==> config.mk <==
export PLATFORM = sky130hd
export DESIGN_NAME = hmx_switch_ctrl
export DESIGN_NICKNAME = d
export VERILOG_FILES = /design/src/logic/hmx_pkg.sv /design/src/logic/hmx_line_if.sv /design/src/logic/hmx_line_cond.sv /design/src/logic/hmx_switch_ctrl.sv
export SDC_FILE = /design/constraint.sdc
export NUM_CORES = 1
export LEC_CHECK = 0
export BUFFER_PORTS_ARGS = -buffer_cell sky130_fd_sc_hd__clkbuf_2
export CORE_MARGIN = 1.5
export CORE_UTILIZATION = 60
export CTS_BUF_LIST = sky130_fd_sc_hd__clkbuf_8
export DETAILED_ROUTE_END_ITERATION = 7
export PLACE_DENSITY = 0.78
export SLEW_MARGIN = 25
export SYNTH_ARGS = -nofsm -noshare
export SYNTH_HDL_FRONTEND = slang
export SYNTH_SLANG_ARGS = --single-unit
export TNS_END_PERCENT = 1
==> constraint.sdc <==
create_clock -name i_clock -period 3 [get_ports i_clock]
set_clock_uncertainty 0.1 [all_clocks]
set_input_delay 0.75 -clock i_clock [delete_from_list [all_inputs] [get_ports i_clock]]
set_output_delay 0.75 -clock i_clock [all_outputs]
set_load 0.01 [all_outputs]
==> src/logic/hmx_pkg.sv <==
/*
 * hmx_pkg: constants and types of the hex mux switch controller.
 * Assumes a two-wire target port oversampled by a fast system clock.
 */
package hmx_pkg;

	localparam int        HMX_NMUX       = 6;
	localparam logic [4:0] HMX_ADDR_FIXED = 5'h14;  // upper five address bits 10100
	localparam logic [3:0] HMX_BYTE_BITS  = 4'h8;
	localparam logic [3:0] HMX_CNT_RST    = 4'h0;

	// second data byte field positions
	localparam int HMX_LOAD_POS = 0;  // load_switches_bit
	localparam int HMX_RSTN_POS = 1;  // soft_reset_n_bit

	// command byte fields
	localparam int        HMX_ACTION_POS = 7;  // command_action_bit
	localparam logic [6:0] HMX_CMD_ALL_A  = 7'h00;
	localparam logic [6:0] HMX_CMD_ALL_B  = 7'h01;
	localparam logic [6:0] HMX_CMD_ONE_LO = 7'h02;
	localparam logic [6:0] HMX_CMD_ONE_HI = 7'h0d;
	localparam logic [6:0] HMX_CMD_DIS_LO = 7'h0e;
	localparam logic [6:0] HMX_CMD_DIS_HI = 7'h13;
	localparam logic [6:0] HMX_CMD_DIS_ALL = 7'h1f;

	// reset values
	localparam logic [5:0] HMX_SW_RST   = 6'h00;
	localparam logic [7:0] HMX_BYTE_RST = 8'h00;
	localparam logic [2:0] HMX_LINE_RST = 3'h7;  // idle bus reads high
	localparam logic [1:0] HMX_PIN_RST  = 2'h0;

	typedef enum logic [6:0] {
		ST_IDLE     = 7'h01,
		ST_ADDR     = 7'h02,
		ST_ADDR_ACK = 7'h04,
		ST_WR       = 7'h08,
		ST_WR_ACK   = 7'h10,
		ST_RD       = 7'h20,
		ST_RD_ACK   = 7'h40
	} hmx_state_e;

endpackage

==> src/logic/hmx_line_if.sv <==
/*
 * hmx_line_if: conditioned bus events passed from the line conditioner
 * to the protocol engine. Both ends sit on the system clock.
 */
`timescale 1ns/1ps
interface hmx_line_if;
	logic       scl_rise;
	logic       scl_fall;
	logic       sda;
	logic       start;
	logic       stop;
	logic [1:0] addr_lo;

	modport src (output scl_rise, scl_fall, sda, start, stop, addr_lo);
	modport dst (input  scl_rise, scl_fall, sda, start, stop, addr_lo);
endinterface

==> src/logic/hmx_line_cond.sv <==
/*
 * hmx_line_cond: two-flop synchronisers for the bus lines and address
 * pins, plus edge, start and stop detection. Assumes the pins are
 * asynchronous to i_clock and much slower than it.
 */
`timescale 1ns/1ps
module hmx_line_cond (
	input  wire logic i_clock,
	input  wire logic i_nrst,
	input  wire logic i_scl,
	input  wire logic i_sda,
	input  wire logic i_addr_select_pin_high,
	input  wire logic i_addr_select_pin_low,
	hmx_line_if.src   ln
);

	// stage 0 is the metastable catcher, stage 1 the clean level,
	// stage 2 the previous clean level
	typedef struct packed {
		logic [2:0] scl;
		logic [2:0] sda;
		logic [1:0] pin_meta;
		logic [1:0] pin;
	} hmx_cond_s;

	hmx_cond_s r;
	hmx_cond_s next_r;

	// shift the sync chains
	always_comb begin
		next_r          = r;
		next_r.scl      = {r.scl[1:0], i_scl};
		next_r.sda      = {r.sda[1:0], i_sda};
		next_r.pin_meta = {i_addr_select_pin_high, i_addr_select_pin_low};
		next_r.pin      = r.pin_meta;
	end

	always_ff @(posedge i_clock or negedge i_nrst) begin
		if (!i_nrst) begin
			r.scl      <= hmx_pkg::HMX_LINE_RST;
			r.sda      <= hmx_pkg::HMX_LINE_RST;
			r.pin_meta <= hmx_pkg::HMX_PIN_RST;
			r.pin      <= hmx_pkg::HMX_PIN_RST;
		end else begin
			r <= next_r;
		end
	end

	// events look only at stages 1 and 2
	assign ln.scl_rise = r.scl[1] & ~r.scl[2];
	assign ln.scl_fall = ~r.scl[1] & r.scl[2];
	assign ln.sda      = r.sda[1];
	assign ln.start    = r.scl[1] & r.scl[2] & ~r.sda[1] & r.sda[2];
	assign ln.stop     = r.scl[1] & r.scl[2] & r.sda[1] & ~r.sda[2];
	assign ln.addr_lo  = r.pin;

endmodule

==> src/logic/hmx_switch_ctrl.sv <==
/*
 * hmx_switch_ctrl: two-wire target port controlling six 2:1 muxes.
 * Assumes an open-drain SDA resolved outside from o_sda_oe, and an
 * i_clock much faster than the bus so that line edges are oversampled.
 */
// Overview of operation
// - target only; never drives the clock
// - start on SDA fall with SCL high
// - shift eight bits, address then direction
// - matching address acknowledged on ninth pulse
// - non-matching device idles until next start
// - direction one reads, zero writes
// - each byte is eight bits plus acknowledge
// - SDA changes only while SCL low
// - stop on SDA rise with SCL high
// - address is 10100 then two pins
// - write is address plus sixteen data bits
// - byte one command, byte two mode bits
// - bit seven action; codes 0, 1 all
// - codes 2 to 13 pick one switch
// - commands combine to build a configuration
// - latest command on a switch wins
// - pending commands applied when load bit high
// - power-up or soft reset opens all switches
// - codes 0x0e-0x13 open one mux, 0x1f with action bit zero all
// - read returns two acknowledged status bytes
`timescale 1ns/1ps
module hmx_switch_ctrl (
	input  wire logic       i_clock,
	input  wire logic       i_nrst,
	input  wire logic       i_scl,
	input  wire logic       i_sda,
	input  wire logic       i_addr_select_pin_high,
	input  wire logic       i_addr_select_pin_low,
	output logic            o_sda_out,
	output logic            o_sda_oe,
	output logic [5:0]      o_mux_side_a_on,
	output logic [5:0]      o_mux_side_b_on
);

	typedef struct packed {
		hmx_pkg::hmx_state_e st;
		logic [3:0]          cnt;
		logic [7:0]          rx;
		logic [7:0]          tx;
		logic                rw;
		logic                second;
		logic                rd_sel;
		logic [7:0]          cmd;
		logic [5:0]          pend_a;
		logic [5:0]          pend_b;
		logic [5:0]          sw_a;
		logic [5:0]          sw_b;
		logic                sda_oe;
		logic                sda_out;
	} hmx_ctrl_s;

	hmx_ctrl_s  r;
	hmx_ctrl_s  next_r;
	hmx_line_if ln ();
	logic [6:0] own_addr;
	logic       word_done;
	logic [11:0] cmd_res;

	hmx_line_cond u_cond (
		.i_clock                (i_clock),
		.i_nrst                 (i_nrst),
		.i_scl                  (i_scl),
		.i_sda                  (i_sda),
		.i_addr_select_pin_high (i_addr_select_pin_high),
		.i_addr_select_pin_low  (i_addr_select_pin_low),
		.ln                     (ln)
	);

	// pins go after the fixed bits, high pin first
	assign own_addr = {hmx_pkg::HMX_ADDR_FIXED, ln.addr_lo};

	// apply one command to a switch image {a, b}; later calls overwrite
	// earlier ones, so the latest command on a switch wins
	function automatic logic [11:0] apply_cmd(
		input logic [7:0] cmd,
		input logic [5:0] a,
		input logic [5:0] b
	);
		logic [6:0] lo;
		logic       on;
		logic [5:0] na;
		logic [5:0] nb;
		lo = cmd[6:0];
		on = cmd[hmx_pkg::HMX_ACTION_POS];
		na = a;
		nb = b;
		if (lo == hmx_pkg::HMX_CMD_ALL_A) begin
			na = {6{on}};
		end else if (lo == hmx_pkg::HMX_CMD_ALL_B) begin
			nb = {6{on}};
		end else if (lo >= hmx_pkg::HMX_CMD_ONE_LO && lo <= hmx_pkg::HMX_CMD_ONE_HI) begin
			for (int i = 0; i < hmx_pkg::HMX_NMUX; i++) begin
				// code 2n+2 side a of mux n+1, odd code side b
				if (lo[6:1] == 6'(i + 1)) begin
					if (lo[0]) begin
						nb[i] = on;
					end else begin
						na[i] = on;
					end
				end
			end
		end else if (lo >= hmx_pkg::HMX_CMD_DIS_LO && lo <= hmx_pkg::HMX_CMD_DIS_HI) begin
			// action bit does not matter for a mux disable
			for (int i = 0; i < hmx_pkg::HMX_NMUX; i++) begin
				if (lo == 7'(i) + hmx_pkg::HMX_CMD_DIS_LO) begin
					na[i] = 1'b0;
					nb[i] = 1'b0;
				end
			end
		end else if (lo == hmx_pkg::HMX_CMD_DIS_ALL && !on) begin
			na = hmx_pkg::HMX_SW_RST;
			nb = hmx_pkg::HMX_SW_RST;
		end
		// anything else is reserved and leaves the image alone
		return {na, nb};
	endfunction

	// status byte: first byte muxes 6..5, second byte muxes 4..1,
	// each mux as {side b, side a}; one means closed
	function automatic logic [7:0] status_byte(
		input logic       sel,
		input logic [5:0] a,
		input logic [5:0] b
	);
		logic [7:0] v;
		v = hmx_pkg::HMX_BYTE_RST;
		if (!sel) begin
			v = {4'h0, b[5], a[5], b[4], a[4]};
		end else begin
			v = {b[3], a[3], b[2], a[2], b[1], a[1], b[0], a[0]};
		end
		return v;
	endfunction

	// the second data byte completes on this falling edge
	assign word_done = (r.st == hmx_pkg::ST_WR) && ln.scl_fall
		&& (r.cnt == hmx_pkg::HMX_BYTE_BITS) && r.second;
	assign cmd_res = apply_cmd(r.cmd, r.pend_a, r.pend_b);

	// protocol engine; SDA only moves on a falling SCL so that the
	// controller never sees a false start or stop from us
	always_comb begin
		next_r         = r;
		next_r.sda_out = 1'b0;
		if (ln.start) begin
			// restart also drops any half received word
			next_r.st     = hmx_pkg::ST_ADDR;
			next_r.cnt    = hmx_pkg::HMX_CNT_RST;
			next_r.second = 1'b0;
			next_r.sda_oe = 1'b0;
		end else if (ln.stop) begin
			next_r.st     = hmx_pkg::ST_IDLE;
			next_r.second = 1'b0;
			next_r.sda_oe = 1'b0;
		end else begin
			unique case (r.st)
				hmx_pkg::ST_IDLE: begin
					next_r.sda_oe = 1'b0;
				end
				hmx_pkg::ST_ADDR: begin
					if (ln.scl_rise) begin
						next_r.rx  = {r.rx[6:0], ln.sda};
						next_r.cnt = r.cnt + 4'h1;
					end else if (ln.scl_fall && r.cnt == hmx_pkg::HMX_BYTE_BITS) begin
						if (r.rx[7:1] == own_addr) begin
							next_r.st     = hmx_pkg::ST_ADDR_ACK;
							next_r.sda_oe = 1'b1;
							next_r.rw     = r.rx[0];
						end else begin
							next_r.st = hmx_pkg::ST_IDLE;
						end
					end
				end
				hmx_pkg::ST_ADDR_ACK: begin
					if (ln.scl_fall) begin
						next_r.cnt = hmx_pkg::HMX_CNT_RST;
						if (r.rw) begin
							// read: first status bit goes out at once
							next_r.st     = hmx_pkg::ST_RD;
							next_r.tx     = status_byte(1'b0, r.sw_a, r.sw_b);
							next_r.rd_sel = 1'b1;
							next_r.sda_oe = ~next_r.tx[7];
						end else begin
							next_r.st     = hmx_pkg::ST_WR;
							next_r.second = 1'b0;
							next_r.sda_oe = 1'b0;
						end
					end
				end
				hmx_pkg::ST_WR: begin
					if (ln.scl_rise) begin
						next_r.rx  = {r.rx[6:0], ln.sda};
						next_r.cnt = r.cnt + 4'h1;
					end else if (ln.scl_fall && r.cnt == hmx_pkg::HMX_BYTE_BITS) begin
						// every data byte is acknowledged, valid or not
						next_r.st     = hmx_pkg::ST_WR_ACK;
						next_r.sda_oe = 1'b1;
						if (!r.second) begin
							next_r.cmd    = r.rx;
							next_r.second = 1'b1;
						end else begin
							next_r.second = 1'b0;
							if (!r.rx[hmx_pkg::HMX_RSTN_POS]) begin
								next_r.pend_a = hmx_pkg::HMX_SW_RST;
								next_r.pend_b = hmx_pkg::HMX_SW_RST;
								next_r.sw_a   = hmx_pkg::HMX_SW_RST;
								next_r.sw_b   = hmx_pkg::HMX_SW_RST;
							end else begin
								next_r.pend_a = cmd_res[11:6];
								next_r.pend_b = cmd_res[5:0];
								if (r.rx[hmx_pkg::HMX_LOAD_POS]) begin
									next_r.sw_a = cmd_res[11:6];
									next_r.sw_b = cmd_res[5:0];
								end
							end
						end
					end
				end
				hmx_pkg::ST_WR_ACK: begin
					if (ln.scl_fall) begin
						next_r.st     = hmx_pkg::ST_WR;
						next_r.cnt    = hmx_pkg::HMX_CNT_RST;
						next_r.sda_oe = 1'b0;
					end
				end
				hmx_pkg::ST_RD: begin
					if (ln.scl_rise) begin
						next_r.cnt = r.cnt + 4'h1;
					end else if (ln.scl_fall) begin
						if (r.cnt == hmx_pkg::HMX_BYTE_BITS) begin
							// hand the line back for the controller's ack
							next_r.st     = hmx_pkg::ST_RD_ACK;
							next_r.sda_oe = 1'b0;
						end else begin
							next_r.tx     = {r.tx[6:0], 1'b0};
							next_r.sda_oe = ~r.tx[6];
						end
					end
				end
				hmx_pkg::ST_RD_ACK: begin
					if (ln.scl_rise) begin
						if (ln.sda) begin
							// not-acknowledge ends our part of the read
							next_r.st = hmx_pkg::ST_IDLE;
						end else begin
							next_r.tx     = status_byte(r.rd_sel, r.sw_a, r.sw_b);
							next_r.rd_sel = ~r.rd_sel;
						end
					end else if (ln.scl_fall) begin
						next_r.st     = hmx_pkg::ST_RD;
						next_r.cnt    = hmx_pkg::HMX_CNT_RST;
						next_r.sda_oe = ~r.tx[7];
					end
				end
				default: begin
					next_r.st     = hmx_pkg::ST_IDLE;
					next_r.sda_oe = 1'b0;
				end
			endcase
		end
	end

	// power-up leaves every switch open
	always_ff @(posedge i_clock or negedge i_nrst) begin
		if (!i_nrst) begin
			r.st      <= hmx_pkg::ST_IDLE;
			r.cnt     <= hmx_pkg::HMX_CNT_RST;
			r.rx      <= hmx_pkg::HMX_BYTE_RST;
			r.tx      <= hmx_pkg::HMX_BYTE_RST;
			r.rw      <= 1'b0;
			r.second  <= 1'b0;
			r.rd_sel  <= 1'b0;
			r.cmd     <= hmx_pkg::HMX_BYTE_RST;
			r.pend_a  <= hmx_pkg::HMX_SW_RST;
			r.pend_b  <= hmx_pkg::HMX_SW_RST;
			r.sw_a    <= hmx_pkg::HMX_SW_RST;
			r.sw_b    <= hmx_pkg::HMX_SW_RST;
			r.sda_oe  <= 1'b0;
			r.sda_out <= 1'b0;
		end else begin
			r <= next_r;
		end
	end

	// outputs are the state flops themselves
	assign o_sda_out       = r.sda_out;
	assign o_sda_oe        = r.sda_oe;
	assign o_mux_side_a_on = r.sw_a;
	assign o_mux_side_b_on = r.sw_b;
endmodule

* Word level (Yosys, flattened, before mapping)
Cells that the tools add are included.
Storage, ports and cells: register bits after elaboration 73, output and inout bits 14, word-level logic and storage cells 234
Cells by class: $add $sub $neg 1, magnitude comparators 4, eq/ne operators 54, muxes and demuxes 117, bitwise logic cells 19, reductions and logical operators 22
Operators with widths (number):
- $mux 8 | 14
- $mux 7 | 10
- $mux 6 | 11
- $mux 1 | 64
- $pmux 7 s7 | 1
- $ne 4x4->1 const B | 12
- $mux 11 | 4
- $eq 7x5->1 const B | 6
- $mux 12 | 2
- $mux 24 | 1
- $pmux 8 s3 | 1
- $eq 7x4->1 const B | 3
- $mux 21 | 1
- $pmux 4 s5 | 1
- $eq 6x3->1 const B | 3
- $ne 2x2->1 const B | 9
- $ne 3x3->1 const B | 6
- $reduce_and 6->1 | 3
- $eq 7x1->1 const B | 2
- $reduce_and 7->1 | 2
- $eq 6x2->1 const B | 2
- $not 1->1 | 12
- $reduce_and 12->1 | 1
- $reduce_and 11->1 | 1
- other kinds (34) | 45

* Logic depth before layout (Yosys ltp)
Gate-level depths: netlist of run 1.
depth in word-level cells 12, mapped depth 10

* By module
Synthesis of run 1 repeated with hierarchy kept, for this count alone.
Second synthesis, totals: cells, all modules 471, area total of the unflattened synthesis 4409.2 um^2
By module, submodules not included:
- hmx_switch_ctrl | times used 1, cells an instance 455, area an instance 4103.9 um^2
- hmx_line_cond | times used 1, cells an instance 16, area an instance 305.3 um^2

* Worst setup path after synthesis of run 1
Ideal clock, no wire load.
path kind reg2reg, start register u_cond.r, in the netlist u_cond.next_r[9], end register r, in the netlist o_mux_side_a_on[2], setup time 0.125 ns, data arrival time 2.108 ns, required time 2.775 ns, setup slack 0.667 ns, stages on the path, launching flop included 10, path buffers 2, clock period less this slack 2.333 ns, cell sequence dfstp_2 inv_1 ha_1 clkbuf_1 nor2b_1 and2_1 nand4_1 a21o_1 clkbuf_1 mux2_2
Between the ends: cells in the longest elaborated chain, start to end 5, elaborated cells between the ends (all ways) 13
Ends and longest elaborated chain:
- start, declared | RTL line hmx_line_cond.sv:26 | hmx_cond_s r;
- start signal, assigned | RTL line hmx_line_cond.sv:45 | r <= next_r;
- $and 1x1->1 | RTL line hmx_line_cond.sv:53, hmx_line_cond.sv:54
- $and 1x1->1, on equally long branches (2 in a row) | RTL line hmx_line_cond.sv:54, hmx_line_cond.sv:53
- $not 1->1 (no source line)
- $reduce_and 7->1 (no source line) (*)
- end signal, assigned | RTL line hmx_switch_ctrl.sv:287 | r <= next_r;
- end, declared | RTL line hmx_switch_ctrl.sv:58 | hmx_ctrl_s r;
Every way passes the cells marked *; elsewhere a longest branch is shown, timed or not. A chain may end at the register's enable or synchronous reset.

* Worst setup path in the final report of run 1
start register, netlist name u_cond.ln.sda, end register r[29] (netlist name)
Between the ends: cells in the longest elaborated chain, start to end 5, elaborated cells between the ends (all ways) 8
Ends and longest elaborated chain:
- $not 1->1 | RTL line hmx_line_cond.sv:53 | assign ln.start = r.scl[1] & r.scl[2] & ~r.sda[1] & r.sda[2];
- $and 1x1->1 (2 in a row) | RTL line hmx_line_cond.sv:53
- $not 1->1 (no source line)
- $reduce_and 6->1 (no source line) (*)
Marked as above.

==> summary.txt, run 1 <==
Worst setup path
  • CP max FO: 10
  • Stages on the worst setup path: 5
  • CP Launch Point: u_cond.ln.sda
  • R2R cell count: 5
  • Cell breakdown of the critical path: xor2_1 > and2_0 > a221oi_2 > or3_1 > mux2_4
  • Worst Path Arrival: 2.84 ns
  • Delay-heaviest family, CP: simple AND/OR/NAND/NOR gates
  • R2R Path Start: u_cond.ln.sda
  • Worst r2r dst: r[29]
  • WS Path Type: reg -> reg
  • Crit-path slowest cell: or3_1
  • Crit path capture type: flip-flop
  • Crit start category: flip-flop
  • Worst setup path end: r[29]
  • Max stage delay on crit path: 0.60 ns
  • Buf/Inv on CP: 0
  • R2r setup slk: 0.29 ns
  • Required time of the critical path: 3.13 ns

Power and ir drop
  • Sw power: 0.000614 W
  • Combinational share of power: 12.6%
  • Clock power share: 38.0%
  • Leakage Power: 2.09 nW
  • Switch share: 28.3%
  • Pwr Total: 0.00217 W
  • Sequential power share: 49.4%
  • Peak VDD IR: 292 uV
  • Cell area power density: 475 nW/um^2
  • Int Power: 0.00156 W

Yosys
  • Top cells by area, synth: dfrtp_1, mux2_2, o21ai_0
  • Share of the synthesized area in the top cell type: 38.5%
  • Area leader, netlist: dfrtp_1
  • Mux cell area share after synthesis: 10.6%
  • Synth Warn #: 0
  • Largest family of logic cells by synthesized area: simple AND/OR/NAND/NOR gates
  • Synth unique cells: 71
  • Synth Area in Compound Gates: 15.8%
  • Simple-Gate Fraction of Synth Area: 21.4%
  • Ys async rst share: 100%
  • Post-Syn Area per Cell: 9.63 sq um
  • Post-synth EDFFs: 0
  • FF+latch count, synth: 73
  • Most used DFF post-synth: dfrtp_1
  • Cell area after synthesis: 4290 sq um
  • Net count after synthesis: 456
  • Adder-cell share of the synthesized area: 1.46%
  • Sequential element share of the synthesized area: 42.8%
  • XOR/XNOR share of the synthesized area: 1.43%
  • Post-Synthesis Cells: 445

Global route
  • Number of global-route vias before repair: 3175
  • Initial antenna violation count: 0
  • Total congestion overflow: 0
  • Largest net degree at the start of global routing: 50
  • All-Layer GR Usage: 27.4%
  • First-pass GRT wire length: 16.0 mm

Clock network
  • Post-CTS setup buffers: 0
  • Clock slew at reported path FFs: 0.09 ns
  • CTS resizes: 0
  • Clk buf depth: 2
  • Clock sink count: 73
  • Worst skew pair latency: 0.35 ns
  • Inserted Clock Buffers: 9
  • # hold bufs at CTS: 0
  • CTS root buffer: clkbuf_8
  • CTS H-tree depth: 3
  • TritonCTS clock tree: yes

Timing
  • Setup TNS: 0 ns
  • Slew margin rel.: 54.7%
  • Period utilisation layout: 90.4%
  • Hold WS: 0.258 ns
  • Hold Violations, Final: 0
  • Final min period: 2.71 ns
  • Peak Freq: 369 MHz
  • RSZ-0062 raised after global routing: false
  • Final setup vio count: 0
  • Slew @ Worst Pin: 0.680 ns
  • Slew Limit Fails: 0

Route
  • Initial DRC count: 380
  • DR WL/cell: 17.8 um
  • Vias: 3414
  • Final ANT Viol Nets: 0
  • Routed WL: 9.71 mm
  • First-pass detailed-route iteration total: 5
  • # DRC: 0
  • Via density: 6.28

Final layout
  • Layout Nets: 454
  • Leading cell types in the layout, fill and taps excluded: dfrtp_1, nand2_1, o21ai_0
  • Area grow syn2layout: 6.65%
  • Final Util: 66.6%
  • ANT cells: 0
  • Share of layout cells above drive strength 1: 22.1%
  • Commonest non-fill, non-tap cell in the layout: dfrtp_1
  • Final Cell Area: 4570 sq um

Place
  • Cell area after placement: 4360 sq um
  • GPL Wtd Cong: 1.01
  • DP HPWL: 6.95 mm
  • Port Buffer Count: 18

Run
  • Max-cap viol count: 0

Worst hold path
  • Hold crit path type: reg -> reg

Run status
  • Outcome: complete, no violations

Floorplanning
  • Initial Utilization: 62.4%
  • Io pins: 20
  • Core area: 6870 sq um
  • Chip height: 87.5 um
  • Rows: 30
  • Die area: 7660 sq um
  • Die width: 87.5 um
## metal layers
metal / wire (um) / vias up / global-route usage, % / share of wire (%)
met1: 4510 / 1653 / 40.2 / 46
li1: - / 1594 / - / -
met3: 669 / 18 / 6.73 / 6.9
met4: 161 / 0 / 9.38 / 1.7
met5: 0 / - / 0 / 0
met2: 4370 / 149 / 39.6 / 45
## cell usage after synthesis (all sizes together) (6+ instances only)
| master | number |
|---|---|
| a21oi | 14 |
| buf | 22 |
| clkbuf | 20 |
| dfrtp | 66 |
| dfstp | 7 |
| inv | 11 |
| mux2 | 31 |
| mux2i | 8 |
| nand2 | 53 |
| nand3 | 22 |
| nor2 | 18 |
| nor2b | 8 |
| nor3 | 11 |
| nor4 | 7 |
| o211ai | 6 |
| o21ai | 44 |
## power by group through the flow
stage	logic [W]	clock network (W)	registers [W]
global placement	0.000266	0	0.00109
finish	0.000273	0.000826	0.00107
CTS	0.000269	0.000839	0.00107
floorplan	0.000223	0	0.00106
detailed placement	0.000268	0	0.00109
global route	0.000301	0.000886	0.00108
## how the worst min path moves through the flow
stage,start,to,slack (ns),depth (start not counted)
CTS,u_cond.next_r[8],u_cond.next_r[9],0.26,0
floorplan,u_cond.next_r[0],u_cond.ln.addr_lo[0],0.23,0
finish,u_cond.next_r[1],u_cond.ln.addr_lo[1],0.26,0
detailed placement,u_cond.next_r[1],u_cond.ln.addr_lo[1],0.25,0
global placement,u_cond.next_r[0],u_cond.ln.addr_lo[0],0.24,0
global route,u_cond.next_r[8],u_cond.next_r[9],0.26,0
## state kept, by name (all words and copies together) (netlist names)
| name | count |
|---|---|
| u_cond.ln.sda | 1 |
| u_cond.next_r | 5 |
| r | 50 |
| o_mux_side_a_on | 6 |
| o_sda_oe | 1 |
| o_mux_side_b_on | 6 |
| u_cond.ln.addr_lo | 2 |
| u_cond.r | 2 |
## through the flow
step | instances | worst slack [ns]
after floorplan | 445 | 0.667
final | 544 | 0.289
after global placement | 528 | 0.419
after detailed placement | 528 | 0.323
after global routing | 544 | 0.173
after CTS | 544 | 0.290
## final cells by class
cell class              instances  area, sq um
fillers                       556         2300
multi-input cells             319         2180
flip-flops and latches         73         1840
repair buffers                 29          185
clock buffers                  10          138
well taps                      96          120
clock inverters                 6         75.1
inverters                      11         41.3
## logic make-up after synthesis
family	after synthesis
flip-flops	73
AO/OA/AOI/OAI	101
XOR/XNOR	7
adder cells (fa/ha/maj)	5
AND/OR/NAND/NOR	166
other	1
multiplexers	39
buffers and inverters	53
(Power assumes the default switching activity.)
==> inputs of run 2 (changes only) <==
==> constraint.sdc (replaced) <==
create_clock -name i_clock -period 3.3 [get_ports i_clock]
set_clock_uncertainty 0.1 [all_clocks]
set_input_delay 0.825 -clock i_clock [delete_from_list [all_inputs] [get_ports i_clock]]
set_output_delay 0.825 -clock i_clock [all_outputs]
set_load 0.01 [all_outputs]
==> run 2 against run 1 <==
Against the previous run:
- fmax rose by 0.64%
- highest routed layer unchanged
- worst hold slack barely moved
- sequential share of layout area grew 0.19 points
- critical endpoint is now r[27]
- count of clock-buffer cells in the layout fell by 1
- final area is 0.47% lower
==> summary.txt, run 2 (same netlist as run 1, synthesis figures left out) <==
Final layout
  • Top reg by flops: r
  • Area grow syn2layout: 6.16%
  • Leading cell types in the layout, fill and taps excluded: dfrtp_1, nand2_1, o21ai_0
  • Commonest non-fill, non-tap cell in the layout: dfrtp_1
  • ANT cells: 0 (unchanged)
  • Max reg flops: 50 (unchanged)
  • Share of layout cells above drive strength 1: 20.6% (-1.5 points)
  • Final Cell Area: 4550 sq um (-0.47%)
  • Layout Nets: 447 (-1.5%)

Worst setup path
  • Crit-path slowest cell: or3_1
  • Worst r2r dst: r[27]
  • CP max FO: 10 (unchanged)
  • R2R cell count: 5 (unchanged)
  • WS Path Type: reg -> reg
  • Required time of the critical path: 3.43 ns (+0.30 ns)
  • R2R Path Start: u_cond.ln.sda
  • Worst Path Arrival: 2.83 ns (about the same)
  • R2r setup slk: 0.61 ns (+0.32 ns)
  • Crit path capture type: flip-flop
  • Max stage delay on crit path: 0.61 ns (about the same)
  • Crit start category: flip-flop
  • Cell breakdown of the critical path: xor2_1 > and2_0 > a221oi_2 > or3_1 > mux2_4
  • Buf/Inv on CP: 0 (unchanged)
  • Delay-heaviest family, CP: simple AND/OR/NAND/NOR gates

Floorplanning
  • Die area: 7660 sq um (unchanged)
  • Core area: 6870 sq um (unchanged)
  • Die width: 87.5 um (unchanged)
  • Io pins: 20 (unchanged)
  • Initial Utilization: 62.4% (unchanged)
  • Chip height: 87.5 um (unchanged)
  • Rows: 30 (unchanged)

Timing
  • Setup TNS: 0 ns (unchanged)
  • Slew @ Worst Pin: 0.739 ns (+0.0587 ns)
  • Slew margin rel.: 50.7% (-4.0 points)
  • Peak Freq: 371 MHz (+0.64%)
  • Final setup vio count: 0 (unchanged)
  • Hold WS: 0.258 ns (+0.000205 ns)
  • Final min period: 2.69 ns (-0.0173 ns)
  • Period utilisation layout: 81.6% (-8.7 points)
  • RSZ-0062 raised after global routing: false
  • Slew Limit Fails: 0 (unchanged)
  • Hold Violations, Final: 0 (unchanged)

Power and ir drop
  • Leakage Power: 2.07 nW (-0.76%)
  • Pwr Total: 0.00208 W (-4.3%)
  • Cell area power density: 456 nW/um^2 (-3.9%)
  • Peak VDD IR: 294 uV (+0.82%)

Route
  • DR WL/cell: 17.7 um (-0.68%)
  • Vias: 3338 (-2.2%)
  • Final ANT Viol Nets: 0 (unchanged)
  • Via density: 6.22 (-0.95%)
  • First-pass detailed-route iteration total: 5 (unchanged)
  • Initial DRC count: 255 (-33%)
  • Routed WL: 9.52 mm (-2.0%)
  • # DRC: 0 (unchanged)

Clock network
  • Post-CTS setup buffers: 0 (unchanged)
  • Inserted Clock Buffers: 9 (unchanged)
  • Clock slew at reported path FFs: 0.09 ns (about the same)
  • CTS resizes: 0 (unchanged)
  • Worst skew pair latency: 0.36 ns (about the same)
  • # hold bufs at CTS: 0 (unchanged)
  • Clock sink count: 73 (unchanged)
  • Clk buf depth: 2 (unchanged)
  • TritonCTS clock tree: yes
  • CTS H-tree depth: 3 (unchanged)
  • CTS root buffer: clkbuf_8

Global route
  • All-Layer GR Usage: 26.2% (-1.2 points)
  • Number of global-route vias before repair: 3089 (-2.7%)
  • Initial antenna violation count: 0 (unchanged)
  • First-pass GRT wire length: 15.4 mm (-3.4%)
  • Total congestion overflow: 0 (unchanged)
  • Largest net degree at the start of global routing: 61 (+22%)

Worst hold path
  • Hold crit path type: in -> async

Place
  • Port Buffer Count: 18 (unchanged)
  • GPL Wtd Cong: 1.02 (+0.25%)
  • DP HPWL: 6.58 mm (-5.4%)
  • Cell area after placement: 4310 sq um (-1.2%)

Run
  • Max-cap viol count: 0 (unchanged)

Run status
  • Outcome: complete, no violations
-- run 2: changes by cell type in the layout (fill, tap and decap cells not counted), sizes merged --
cell	delta
buf	-7
bufinv	+2
clkbuf	-1
clkinv	+1
clkinvlp	-1
inv	-1
-- run 2: cell type report --
type	instances	area [sq um]
Fill cell	562	2320
Multi-Input combinational cell	319	2180
Sequential cell	73	1840
Timing Repair Buffer	22	133
Clock buffer	9	124
Clock inverter	7	120
Tap cell	96	120
Inverter	11	41.3
-- run 2: power breakdown --
group | internal [W] | switching [W]
Combinational | 0.000105 | 0.000146
Clock | 0.000503 | 0.000351
Sequential | 0.000929 | 0.0000419
Total | 0.00154 | 0.000539
-- run 2: how the worst max path moves through the flow --
stage                          start                  to  slack, ns  depth (start not counted)
floorplan           u_cond.next_r[9]  o_mux_side_a_on[2]       0.97                          9
global placement       u_cond.ln.sda               r[32]       0.62                          5
detailed placement     u_cond.ln.sda               r[32]       0.63                          5
CTS                    u_cond.ln.sda               r[27]       0.62                          5
global route           u_cond.ln.sda               r[27]       0.47                          5
finish                 u_cond.ln.sda               r[27]       0.61                          5
-- run 2: stage by stage --
stage	instances	setup slack (ns)	util, %
floorplan	445	0.967	-
global route	537	0.471	66.2
detailed placement	521	0.633	62.7
CTS	537	0.618	66.2
global placement	521	0.619	62.7
finish	537	0.606	66.2
-- run 2: routing by layer --
metal	share of wire [%]	up-vias	global-route usage, %
li1	-	1580	-
met1	48	1613	38.8
met2	44	132	38.6
met3	6.0	13	6.45
met4	1.1	0	6.49
met5	0	-	0
==> inputs of run 3 (changes only) <==
--- a/config.mk
+++ b/config.mk
@@ -7,10 +7,10 @@
 export LEC_CHECK = 0
 export BUFFER_PORTS_ARGS = -buffer_cell sky130_fd_sc_hd__clkbuf_2
 export CORE_MARGIN = 1.5
-export CORE_UTILIZATION = 60
+export CORE_UTILIZATION = 58
 export CTS_BUF_LIST = sky130_fd_sc_hd__clkbuf_8
 export DETAILED_ROUTE_END_ITERATION = 7
-export PLACE_DENSITY = 0.78
+export PLACE_DENSITY = 0.79
 export SLEW_MARGIN = 25
 export SYNTH_ARGS = -nofsm -noshare
 export SYNTH_HDL_FRONTEND = slang
==> constraint.sdc (replaced) <==
create_clock -name i_clock -period 2.3 [get_ports i_clock]
set_clock_uncertainty 0.1 [all_clocks]
set_input_delay 0.575 -clock i_clock [delete_from_list [all_inputs] [get_ports i_clock]]
set_output_delay 0.575 -clock i_clock [all_outputs]
set_load 0.01 [all_outputs]
==> run 3 against run 2 <==
Against the previous run:
- the flow now finishes with violations (negative setup slack)
- worst hold slack lost 0.12 ns
- final cell count is 11% higher
- die area up 3.3%
- fmax is 15% higher
- sequential power increased by 41%
- routed wire length increased by 11%
- largest cell class unchanged
- highest routed layer unchanged
==> summary.txt, run 3 (same netlist as run 1, synthesis figures left out) <==
Run status
  • Outcome: finished with violations
  • Failing checks: negative setup slack

Run
  • Max-cap viol count: 0 (unchanged)

Place
  • GPL Wtd Cong: 0.924 (-9.1%)
  • DP HPWL: 7.64 mm (+16%)
  • Port Buffer Count: 18 (unchanged)

Clock network
  • Inserted Clock Buffers: 9 (unchanged)
  • Clk buf depth: 2 (unchanged)
  • CTS root buffer: clkbuf_8
  • # hold bufs at CTS: 0 (unchanged)
  • TritonCTS clock tree: yes
  • CTS H-tree depth: 3 (unchanged)
  • Clock sink count: 73 (unchanged)
  • Clock slew at reported path FFs: 0.08 ns (about the same)
  • Worst skew pair latency: 0.36 ns (about the same)

Route
  • Routed WL: 10.6 mm (+11%)
  • Initial DRC count: 299 (+17%)
  • First-pass detailed-route iteration total: 5 (unchanged)
  • Vias: 3597 (+7.8%)
  • Via density: 6.02 (-3.2%)
  • DR WL/cell: 17.7 um (-0.26%)
  • # DRC: 0 (unchanged)
  • Final ANT Viol Nets: 0 (unchanged)

Timing
  • Peak Freq: 427 MHz (+15%)
  • Slew Limit Fails: 0 (unchanged)
  • Setup TNS: -0.0407 ns (-0.0407 ns)
  • Hold Violations, Final: 0 (unchanged)
  • Period utilisation layout: 102% (+20 points)
  • Final min period: 2.34 ns (-0.353 ns)
  • Slew @ Worst Pin: 0.517 ns (-0.222 ns)
  • Final setup vio count: 1 (+1)
  • RSZ-0062 raised after global routing: true
  • Slew margin rel.: 65.4% (+15 points)
  • Setup slack after layout: -0.0407 ns (-0.647 ns)

Worst setup path
  • Required time of the critical path: 2.44 ns (-0.99 ns)
  • CP max FO: 6 (-4)
  • Crit path capture type: flip-flop
  • Worst Path Arrival: 2.48 ns (-0.35 ns)
  • R2R cell count: 6 (+1)
  • Crit start category: flip-flop
  • WS Path Type: reg -> reg
  • R2r setup slk: -0.04 ns (-0.65 ns)

Final layout
  • Top reg by flops: r
  • Leading cell types in the layout, fill and taps excluded: dfrtp_1, buf_4, nand2_1
  • Share of layout cells above drive strength 1: 35.1% (+14 points)
  • Commonest non-fill, non-tap cell in the layout: dfrtp_1
  • Filler cell count: 576 (+2.5%)
  • Max reg flops: 50 (unchanged)
  • Area grow syn2layout: 19.1%
  • ANT cells: 0 (unchanged)
  • Layout Nets: 505 (+13%)

Power and ir drop
  • Leakage Power: 2.37 nW (+14%)
  • Peak VDD IR: 508 uV (+73%)
  • Cell area power density: 582 nW/um^2 (+28%)
  • Sw power: 0.000875 W (+62%)
  • Sequential power share: 46.2% (-0.6 points)
  • Combinational share of power: 18.1% (+6.0 points)
  • Pwr Total: 0.00297 W (+43%)
  • Int Power: 0.00210 W (+37%)
  • Switch share: 29.4% (+3.5 points)
  • Clock power share: 35.7% (-5.5 points)

Floorplanning
  • Io pins: 20 (unchanged)
  • Rows: 31 (+3.3%)
  • Die area: 7920 sq um (+3.3%)
  • Core area: 7210 sq um (+5.0%)
  • Initial Utilization: 59.4% (-3.0 points)
  • Die width: 89.0 um (+1.7%)
  • Chip height: 89.0 um (+1.7%)

Global route
  • Initial antenna violation count: 0 (unchanged)
  • Number of global-route vias before repair: 3309 (+7.1%)
  • All-Layer GR Usage: 28.1% (+1.9 points)
  • Largest net degree at the start of global routing: 74 (+21%)
  • Total congestion overflow: 0 (unchanged)
  • First-pass GRT wire length: 16.8 mm (+9.0%)

Worst hold path
  • Hold crit path type: in -> async
[run 3: cell count changes in the layout (fill, tap and decap cells not counted), moves of 4 or more]
| cell | previous run | this run |
|---|---|---|
| buf_4 | 3 | 57 |
| buf_6 | 0 | 4 |
| and3_1 | 5 | 1 |
| and3_4 | 0 | 4 |
[run 3: cell type report]
| type | instances | area [sq um] | area share (%) |
|---|---|---|---|
| repair buffers | 80 | 583 | 11.4 |
| clock inverters | 7 | 83.8 | 1.64 |
| well taps | 99 | 124 | 2.43 |
| multi-input cells | 319 | 2310 | 45.2 |
| clock buffers | 9 | 124 | 2.43 |
| inverters | 11 | 41.3 | 0.809 |
| flip-flops and latches | 73 | 1840 | 36.0 |
[run 3: final timing paths]
check / start / end
setup / recovery: r[57] / r[60]
hold / removal: i_nrst / o_sda_oe
setup reg to reg: r[57] / r[60]
hold reg to reg: u_cond.next_r[0] / u_cond.ln.addr_lo[0]
max in group asynchronous: i_nrst / r[59]
min in group i_clock: i_sda / u_cond.next_r[5]
[run 3: power groups by stage]
stage / clock network [W] / registers [W] / logic (W)
after global routing: 0.00112 / 0.00138 / 0.000578
final: 0.00106 / 0.00137 / 0.000538
after detailed placement: 0 / 0.00140 / 0.000444
after floorplan: 0 / 0.00138 / 0.000291
after CTS: 0.00108 / 0.00138 / 0.000474
after global placement: 0 / 0.00140 / 0.000445
[run 3: layer usage]
metal,track usage [%],up-vias,wire (um)
li1,-,1692,-
met1,40.7,1750,4830
met2,43.8,133,4870
met3,4.34,22,694
met4,8.53,0,180
met5,0,-,0
[run 3: critical path, stage by stage (launching register included)]
cell	delay, ns
dfstp_2	0.62
or4b_4	0.21
or2_1	0.16
a21oi_1	0.10
a311o_2	0.36
a211oi_4	0.34
mux2_4	0.34
[run 3: timing repair]
action | in CTS | in global routing
gates cloned | 0 | 0
setup endpoints to repair | 24 | 38
setup buffers | 1 | 4
pin swaps | 3 | 17
endpoints found under the hold margin | 0 | 0
resized for setup | 10 | 32
[run 3: per-stage QoR]
step | instances | hold slack [ns] | area (sq um) | util, % | worst slack, ns
after floorplan | 445 | 0.179 | 4290 | - | 0.00670
after CTS | 594 | 0.147 | 4970 | 68.8 | -0.0650
final | 598 | 0.139 | 5100 | 70.8 | -0.0407
after global placement | 577 | 0.241 | 4710 | 65.3 | -0.149
after detailed placement | 577 | 0.245 | 4710 | 65.3 | -0.109
after global routing | 598 | 0.185 | 5100 | 70.8 | -0.0826
